**src/uart_status_consts.svh**
```systemverilog
// Purpose: offsets, field positions and timing counts of the uart status block
// Assumes: 32-bit register words, byte offsets
// Notes:   definitions only
`ifndef UART_STATUS_CONSTS_SVH
`define UART_STATUS_CONSTS_SVH

`define LINE_STAT_OFFSET    8'h14
`define MODEM_STAT_OFFSET   8'h18
`define SCRATCH_OFFSET      8'h1c

`define LINE_WAITING_BIT    0
`define LINE_OVERRUN_BIT    1
`define LINE_PARITY_BIT     2
`define LINE_FRAMING_BIT    3
`define LINE_BREAK_BIT      4
`define LINE_HOLD_EMPTY_BIT 5
`define LINE_ALL_EMPTY_BIT  6

`define MODEM_DELTA_LSB     0
`define MODEM_STATE_LSB     4

`define SCRATCH_RESET       8'h00
`define HOLD_EMPTY_RESET    1'b1
`define LCR_RESET           8'h03

`define BREAK_BASE_BITS     5'h06

`endif

```
**src/uart_status_pkg.sv**
```systemverilog
// Purpose: types shared by the uart status block
// Assumes: nothing
// Notes:   timing lives in the consts header
package uart_status_pkg;
  typedef enum logic [1:0] {
    BRK_IDLE,
    BRK_COUNT,
    BRK_HELD
  } brk_state_e;
  typedef logic [7:0]  byte_t;
  typedef logic [31:0] word_t;
endpackage : uart_status_pkg

```
**src/uart_line_modem_status.sv**
```systemverilog
// Purpose: line status, modem status and scratch registers of a console uart
// Assumes: receiver and transmitter datapath report events as one-cycle pulses
// Notes:   serial and modem inputs are taken as synchronous to clk_sys_in
`timescale 1ns/1ps
`include "uart_status_consts.svh"

// Behaviour
// - set framing error flag, bit 3, when a character lacks a stop bit
// - reading line status clears overrun, parity and framing error flags
// - set break flag, bit 4, when input stays low over a character time
// - a break loads exactly one all-zero character into the receiver
// - reading line status clears the break flag
// - set holding-empty, bit 5, when holding moves to shift with nothing new
// - raise holding-empty interrupt when flag sets and its enable is on
// - transmitter empty, bit 6, only while holding and shift are both empty
// - receive fifo error bit 7 is not implemented
// - delta flags for clear-to-send, set-ready, carrier on change since read
// - ring change flag, bit 2, on any ring input change since read
// - modem bits 7:4 show inverted current levels of the four inputs
// - 8-bit read/write scratch register at offset 0x1c, no effect
// - modem status register sits at offset 0x18
// - data ready, bit 0, while a character waits; cleared on buffer read
// - overrun, bit 1, when a new character arrives before the old was read
// - parity error, bit 2, only when parity is enabled
module uart_line_modem_status #(
  parameter int unsigned BIT_CYCLES_MAX = 16'hffff
) (
  input  wire logic                         clk_sys_in,
  input  wire logic                         srst_in,
  input  wire logic [7:0]                   reg_addr_in,
  input  wire logic                         reg_rd_in,
  input  wire logic                         reg_wr_in,
  input  wire uart_status_pkg::word_t       reg_wdata_in,
  output      uart_status_pkg::word_t       reg_rdata_out,
  input  wire logic                         serial_in,
  input  wire logic [15:0]                  bit_cycles_in,
  input  wire logic [1:0]                   data_bits_sel_in,
  input  wire logic                         two_stop_in,
  input  wire logic                         parity_on_in,
  input  wire logic                         rx_char_done_in,
  input  wire logic                         rx_stop_bad_in,
  input  wire logic                         rx_parity_bad_in,
  input  wire logic                         rx_buffer_read_in,
  input  wire logic                         tx_holding_write_in,
  input  wire logic                         tx_move_to_shift_in,
  input  wire logic                         tx_shift_done_in,
  input  wire logic                         tx_empty_irq_en_in,
  input  wire logic                         clear_to_send_in_n,
  input  wire logic                         set_ready_in_n,
  input  wire logic                         ring_in_n,
  input  wire logic                         carrier_in_n,
  output      logic                         rx_load_zero_out,
  output      logic                         tx_empty_irq_out
);
  import uart_status_pkg::*;

  // bit periods that a low line must outlast before it counts as a break
  function automatic logic [4:0] char_bits(input logic [1:0] dsel, input logic par, input logic two);
    char_bits = `BREAK_BASE_BITS + {3'h0, dsel} + {4'h0, par} + {4'h0, two};
  endfunction : char_bits

  // one address compare, shared by the read strobes, the write and the read mux
  function automatic logic addr_is(input logic [7:0] addr, input logic [7:0] offset);
    addr_is = (addr == offset);
  endfunction : addr_is

  logic       line_stat_rd;
  logic       modem_stat_rd;
  logic       scratch_rd;
  logic       scratch_wr;
  assign line_stat_rd  = reg_rd_in && addr_is(reg_addr_in, `LINE_STAT_OFFSET);
  assign modem_stat_rd = reg_rd_in && addr_is(reg_addr_in, `MODEM_STAT_OFFSET);
  assign scratch_rd    = reg_rd_in && addr_is(reg_addr_in, `SCRATCH_OFFSET);
  assign scratch_wr    = reg_wr_in && addr_is(reg_addr_in, `SCRATCH_OFFSET);

  // receive side flags
  logic       rx_char_waiting_r,  rx_char_waiting_nxt;
  logic       overrun_flag_r,     overrun_flag_nxt;
  logic       parity_err_flag_r,  parity_err_flag_nxt;
  logic       framing_err_flag_r, framing_err_flag_nxt;
  logic       break_seen_flag_r,  break_seen_flag_nxt;
  logic       brk_char;
  logic       rx_arrival;

  // a break character takes the same path as a received one
  assign rx_arrival = rx_char_done_in || brk_char;

  always_comb begin
    rx_char_waiting_nxt  = rx_char_waiting_r;
    overrun_flag_nxt     = overrun_flag_r;
    parity_err_flag_nxt  = parity_err_flag_r;
    framing_err_flag_nxt = framing_err_flag_r;
    break_seen_flag_nxt  = break_seen_flag_r;
    // clears first so an event in the read cycle still sets: no error is lost
    if (line_stat_rd) begin
      overrun_flag_nxt     = 1'b0;
      parity_err_flag_nxt  = 1'b0;
      framing_err_flag_nxt = 1'b0;
      break_seen_flag_nxt  = 1'b0;
    end
    if (rx_buffer_read_in) begin
      rx_char_waiting_nxt = 1'b0;
    end
    if (rx_arrival) begin
      if (rx_char_waiting_r && !rx_buffer_read_in) begin
        overrun_flag_nxt = 1'b1;
      end
      rx_char_waiting_nxt = 1'b1;
      if (rx_stop_bad_in || brk_char) begin
        framing_err_flag_nxt = 1'b1;
      end
      if (rx_parity_bad_in && parity_on_in) begin
        parity_err_flag_nxt = 1'b1;
      end
    end
    if (brk_char) begin
      break_seen_flag_nxt = 1'b1;
    end
  end

  always_ff @(posedge clk_sys_in) begin
    if (srst_in) begin
      rx_char_waiting_r  <= 1'b0;
      overrun_flag_r     <= 1'b0;
      parity_err_flag_r  <= 1'b0;
      framing_err_flag_r <= 1'b0;
      break_seen_flag_r  <= 1'b0;
    end else begin
      rx_char_waiting_r  <= rx_char_waiting_nxt;
      overrun_flag_r     <= overrun_flag_nxt;
      parity_err_flag_r  <= parity_err_flag_nxt;
      framing_err_flag_r <= framing_err_flag_nxt;
      break_seen_flag_r  <= break_seen_flag_nxt;
    end
  end

  // transmit side flags
  logic       tx_holding_empty_r, tx_holding_empty_nxt;
  logic       shift_busy_r,       shift_busy_nxt;
  logic       tx_all_empty;
  logic       irq_r,              irq_nxt;

  always_comb begin
    tx_holding_empty_nxt = tx_holding_empty_r;
    shift_busy_nxt       = shift_busy_r;
    // a write in the move cycle means new data waits, so the flag stays low
    if (tx_holding_write_in) begin
      tx_holding_empty_nxt = 1'b0;
    end else if (tx_move_to_shift_in) begin
      tx_holding_empty_nxt = 1'b1;
    end
    if (tx_move_to_shift_in) begin
      shift_busy_nxt = 1'b1;
    end else if (tx_shift_done_in) begin
      shift_busy_nxt = 1'b0;
    end
    // rising edge only: a flag that stays set does not interrupt again
    irq_nxt = !tx_holding_empty_r && tx_holding_empty_nxt && tx_empty_irq_en_in;
  end
  assign tx_all_empty = tx_holding_empty_r && !shift_busy_r;

  always_ff @(posedge clk_sys_in) begin
    if (srst_in) begin
      tx_holding_empty_r <= `HOLD_EMPTY_RESET;
      shift_busy_r       <= 1'b0;
      irq_r              <= 1'b0;
    end else begin
      tx_holding_empty_r <= tx_holding_empty_nxt;
      shift_busy_r       <= shift_busy_nxt;
      irq_r              <= irq_nxt;
    end
  end
  assign tx_empty_irq_out = irq_r;

  // break detector: counts low time in bit periods
  brk_state_e  brk_r,  brk_nxt;
  logic [15:0] cyc_r,  cyc_nxt;
  logic [4:0]  bits_r, bits_nxt;

  always_comb begin
    brk_nxt  = brk_r;
    cyc_nxt  = cyc_r;
    bits_nxt = bits_r;
    brk_char = 1'b0;
    case (brk_r)
      BRK_IDLE: begin
        cyc_nxt  = 16'h0000;
        bits_nxt = 5'h00;
        if (!serial_in) begin
          brk_nxt = BRK_COUNT;
        end
      end
      BRK_COUNT: begin
        if (serial_in) begin
          brk_nxt = BRK_IDLE;
        end else if (cyc_r >= bit_cycles_in - 16'h0001) begin
          cyc_nxt  = 16'h0000;
          bits_nxt = bits_r + 5'h01;
          // low past the whole character, not merely equal to it
          if (bits_r == char_bits(data_bits_sel_in, parity_on_in, two_stop_in)) begin
            brk_char = 1'b1;
            brk_nxt  = BRK_HELD;
          end
        end else begin
          cyc_nxt = cyc_r + 16'h0001;
        end
      end
      BRK_HELD: begin
        // one zero character only, however long the line stays low
        if (serial_in) begin
          brk_nxt = BRK_IDLE;
        end
      end
      default: begin
        brk_nxt = BRK_IDLE;
      end
    endcase
  end

  always_ff @(posedge clk_sys_in) begin
    if (srst_in) begin
      brk_r  <= BRK_IDLE;
      cyc_r  <= 16'h0000;
      bits_r <= 5'h00;
    end else begin
      brk_r  <= brk_nxt;
      cyc_r  <= cyc_nxt;
      bits_r <= bits_nxt;
    end
  end
  assign rx_load_zero_out = brk_char;

  // modem status: one alike cell per input; levels lag the pins by a cycle
  logic [3:0]      modem_now;
  wire logic [3:0] modem_seen;
  wire logic [3:0] delta_seen;
  assign modem_now = {~carrier_in_n, ~ring_in_n, ~set_ready_in_n, ~clear_to_send_in_n};

  for (genvar i = 0; i < 4; i++) begin : g_modem
    logic level_r,  level_nxt;
    logic change_r, change_nxt;

    always_comb begin
      level_nxt  = modem_now[i];
      // a change in the read cycle survives the clear, so no edge goes unreported
      change_nxt = (change_r && !modem_stat_rd) || (modem_now[i] ^ level_r);
    end

    always_ff @(posedge clk_sys_in) begin
      if (srst_in) begin
        level_r  <= 1'b0;
        change_r <= 1'b0;
      end else begin
        level_r  <= level_nxt;
        change_r <= change_nxt;
      end
    end
    assign modem_seen[i] = level_r;
    assign delta_seen[i] = change_r;
  end

  // scratch: software storage only, drives nothing else
  byte_t scratch_r, scratch_nxt;
  always_comb begin
    scratch_nxt = scratch_r;
    if (scratch_wr) begin
      scratch_nxt = reg_wdata_in[7:0];
    end
  end
  always_ff @(posedge clk_sys_in) begin
    if (srst_in) begin
      scratch_r <= `SCRATCH_RESET;
    end else begin
      scratch_r <= scratch_nxt;
    end
  end

  // read data registered: one cycle after the read strobe, zero otherwise
  word_t rdata_r, rdata_nxt;
  always_comb begin
    rdata_nxt = 32'h0000_0000;
    if (line_stat_rd) begin
      rdata_nxt[`LINE_WAITING_BIT]    = rx_char_waiting_r;
      rdata_nxt[`LINE_OVERRUN_BIT]    = overrun_flag_r;
      rdata_nxt[`LINE_PARITY_BIT]     = parity_err_flag_r;
      rdata_nxt[`LINE_FRAMING_BIT]    = framing_err_flag_r;
      rdata_nxt[`LINE_BREAK_BIT]      = break_seen_flag_r;
      rdata_nxt[`LINE_HOLD_EMPTY_BIT] = tx_holding_empty_r;
      rdata_nxt[`LINE_ALL_EMPTY_BIT]  = tx_all_empty;
    end else if (modem_stat_rd) begin
      rdata_nxt[`MODEM_DELTA_LSB +: 4] = delta_seen;
      rdata_nxt[`MODEM_STATE_LSB +: 4] = modem_seen;
    end else if (scratch_rd) begin
      rdata_nxt[7:0] = scratch_r;
    end
  end
  always_ff @(posedge clk_sys_in) begin
    if (srst_in) begin
      rdata_r <= 32'h0000_0000;
    end else begin
      rdata_r <= rdata_nxt;
    end
  end
  assign reg_rdata_out = rdata_r;

endmodule : uart_line_modem_status

```
**config.mk**
```make
export PLATFORM = sky130hd
export DESIGN_NAME = uart_line_modem_status
export DESIGN_NICKNAME = d
export VERILOG_FILES = /design/src/uart_status_pkg.sv /design/src/uart_line_modem_status.sv
export VERILOG_INCLUDE_DIRS = /design/src
export SDC_FILE = /design/constraint.sdc
export NUM_CORES = 1
export LEC_CHECK = 0
export ABC_AREA = 1
export ABC_CLOCK_PERIOD_IN_PS = 2600
export BUFFER_PORTS_ARGS = -buffer_cell sky130_fd_sc_hd__clkbuf_2
export CORE_ASPECT_RATIO = 1.75
export CORE_MARGIN = 4
export CORE_UTILIZATION = 52
export CTS_CLUSTER_DIAMETER = 60
export DETAILED_ROUTE_END_ITERATION = 10
export PLACE_DENSITY = 0.81
export SLEW_MARGIN = 20
export SYNTH_ARGS = -nofsm -noshare
export SYNTH_HDL_FRONTEND = slang
export SYNTH_SLANG_ARGS = --single-unit
```
**constraint.sdc**
```tcl
create_clock -name clk_sys_in -period 2.6 [get_ports clk_sys_in]
set_input_delay 0.13 -clock clk_sys_in [delete_from_list [all_inputs] [get_ports clk_sys_in]]
set_output_delay 0.13 -clock clk_sys_in [all_outputs]
set_load 0.02 [all_outputs]
```
==> results_dict.tcl <==
set metrics [dict create \
    drive_gt1_share_pct 23.2 \
    fin_setup_tns_ps 0 \
    die_w_um 70.4 \
    yosysTopAreaCell "dfxtp_1" \
    io_buffers 62 \
    rsz0062_at_grt "false" \
    cp_num_buf_inv 3 \
    crit_slowest_cell "ha_1" \
    htree_num_levels 2 \
    insertion_delay_ps 290 \
    p_seq_share_pct 47.3 \
    worst_ep_arrival_time_ps 2270 \
    routabilityCongestion 0.818 \
    grt_overflow 0 \
    crit_path_start "bit_cycles_in[2]" \
    fmax_ghz 0.417 \
    crit_path_start_kind "input pin" \
    drtAntennaViolNets 0 \
    synth_top_flop_cell "dfxtp_1" \
    hold-path-cell-count 2 \
    finalMaxSlewViolations 0 \
    syn_area_um2 3540 \
    grt_start_max_net_pins 29 \
    synthCells 492 \
    cts_tree "built" \
    drt_first_pass_iters 4 \
    clkTransAtPathRegs_ps 70 \
    n_antenna_cell 0 \
    synth_area_leaders "dfxtp_1 31%, nand2_1 8.9%, ha_1 7.1%" \
    synthTopCellsByCount "84 x nand2_1, 58 x inv_1, 55 x dfxtp_1" \
    holdWs_ps 13.0 \
    wl_per_cell_um 12.1 \
    antenna_found_initial 0 \
    root_buffer "clkbuf_16" \
    ioPinCount 111 \
    synth_top_family_by_area "simple AND/OR/NAND/NOR gates" \
    yosysWarnings 0 \
    hold_viol 0 \
    p_per_area_nw_per_um2 447 \
    p_int_mw 1.36 \
    reg2reg_from "cyc_r[11]" \
    cts.path.max_buffers 2 \
    async_flop_share_pct 0 \
    die_area_um2 8240 \
    combinationalPowerShare_pct 14.1 \
    min-delay-start "ring_in_n" \
    critPathKind "input pin to primary output" \
    drc_errors 0 \
    outcome "complete, no violations" \
    layout.nets 657 \
    hpwl_um 6090 \
    ys_seq_area_share_pct 31.1 \
    cp.required_ps 2470 \
    worst_slew_pin_slew_ps 600 \
    crit_path_end_kind "primary output" \
    p_sw_mw 0.482 \
    drt_iter0_markers 159 \
    synth.distinct_cells 42 \
    core_um2 6590 \
    cts_made_buffers 5 \
    via_per_inst 5.07 \
    fin_crit_ps 2400 \
    grt_pass1_wl_um 12800 \
    synthXorXnorAreaFrac_pct 5.94 \
    setup_violations 0 \
    ir_worst_vdd_mv 0.265 \
    area_delta_synth_final_pct 16.8 \
    slew_headroom_pct 60.0 \
    drv_cap 0 \
    wirelength_um 7760 \
    synth_fa_ha_area_share_pct 7.64 \
    synth-simple-area-share_pct 29.4 \
    p_clk_share_pct 38.6 \
    netlist.area_leader.share_pct 31.1 \
    synth.area.mux_share_pct 0 \
    max_stage_delay_ps 280 \
    finClkSkew_ps 3.51 \
    cts.sinks 55 \
    grt_use_total_pct 19.1 \
    total_leakage_power_nw 1.88 \
    ys_seq_elements 55 \
    grt_pass1_vias 3012 \
    hp-class "input pin to register" \
    synth_compound_area_share_pct 12.2 \
    rows 39 \
    yosysMostFrequentCell "nand2_1" \
    syn_area_per_cell_um2 7.19 \
    vias 3253 \
    cp_max_fo 4 \
    start_util_pct 53.7 \
    cp_cell_sequence "clkbuf_2 > nor2_1 > nand2_1 > nor3_2 > nand2_2 > nor2_4 > nand2_2 > nor3_2 > xnor2_1 > ha_1 > a21oi_1 > o21ai_1 > nor2_2 > nand2_4 > nand3_4 > inv_2 > clkbuf_4" \
    cp_top_family "simple AND/OR/NAND/NOR gates" \
    reg2regPathDepth 9 \
    post-route-period-util_pct 92.3 \
    power.share.switching_pct 26.1 \
    synth_edf_count 0 \
    r2r_slack_ps 600 \
    cts_hold_buffers 0 \
    die_h_um 117 \
    whs_endpoint "g_modem[2].level_r" \
    rr_endpoint "cyc_r[6]" \
]
layer usage:
| layer | vias up | track usage, % | share of wire (%) |
|---|---|---|---|
| met5 | - | 0 | 0 |
| met4 | 0 | 8.95 | 2.9 |
| met3 | 18 | 2.48 | 5.2 |
| met2 | 87 | 38.8 | 57 |
| met1 | 1453 | 18.6 | 35 |
| li1 | 1695 | - | - |
registers in the layout (all words and copies together) (netlist names):
name and flops:
parity_err_flag_r 1, tx_empty_irq_out 1, scratch_r 8, brk_r 2, g_modem.level_r 4, reg_rdata_out 8, framing_err_flag_r 1, g_modem.change_r 4
overrun_flag_r 1, rx_char_waiting_r 1, tx_holding_empty_r 1, cyc_r 16, bits_r 5, break_seen_flag_r 1, shift_busy_r 1
cells in the final DEF (no fill, tap or decap), drive strengths merged, types with 20 or more instances in the layout:
cell type	instances
clkbuf	69
nand3	27
nand2	95
inv	68
a21oi	39
ha	20
nor2	48
o21ai	32
conb	24
dfxtp	55
per-stage QoR:
stage | power [mW] | std cells | instance area, um^2 | utilization, % | setup slack, ps
2_1_floorplan | 1.08 | 515 | 3620 | - | 328
3_3_place_gp | 1.13 | 630 | 3850 | 58.4 | 22.7
3_5_place_dp | 1.14 | 630 | 3850 | 58.4 | -99.9
4_1_cts | 1.85 | 640 | 4050 | 61.5 | 17.9
5_1_grt | 1.94 | 642 | 4130 | 62.7 | 2.55
6_report | 1.85 | 642 | 4130 | 62.7 | 200
how the worst max path moves through the flow:
stage | endpoint | slack [ps] | cells after the start
global route | cyc_r[7] | 3 | 18
CTS | rx_load_zero_out | 20 | 17
floorplan | parity_err_flag_r | 330 | 17
detailed placement | rx_char_waiting_r | -100 | 18
finish | rx_load_zero_out | 200 | 17
global placement | cyc_r[7] | 20 | 17
timing repair:
item	CTS	global route
pin swaps	6	8
buffers inserted	2	2
gates resized for setup	7	12
endpoints found under the setup margin	1	25
kinds of logic (layout without fill, tap and decap cells):
family                   after synthesis  in the layout
other                                  1             24
buffers and inverters                102            147
XOR/XNOR                              24             24
adder cells (fa/ha/maj)               21             21
AND/OR/NAND/NOR                      207            207
flip-flops                            55             55
AO/OA/AOI/OAI                         82             82
worst reg2reg max path, cell delays in order, from the launching register on:
cell and delay, ps:
dfxtp_1 450, ha_1 290, a21oi_1 170, a21oi_2 80, nor2_2 250, nand2_4 90
buf_4 170, nor2_4 200, o21ai_1 110, a21oi_1 130
final cells by class:
cell class	instances	area (um^2)
Timing Repair Buffer	70	373
Clock buffer	7	153
Tap cell	82	103
Fill cell	602	2460
Sequential cell	55	1100
Inverter	69	262
Multi-Input combinational cell	358	2130
Clock inverter	1	7.51
power by group through the flow:
stage                     combinational, mW  clock, mW  sequential, mW
after floorplan                       0.194          0           0.889
final                                 0.261      0.712           0.872
after global placement                0.240          0           0.891
after global routing                  0.295      0.768           0.875
after detailed placement              0.249          0           0.892
after CTS                             0.252      0.728           0.872
Note: power is estimated with default switching activity, not from simulation.
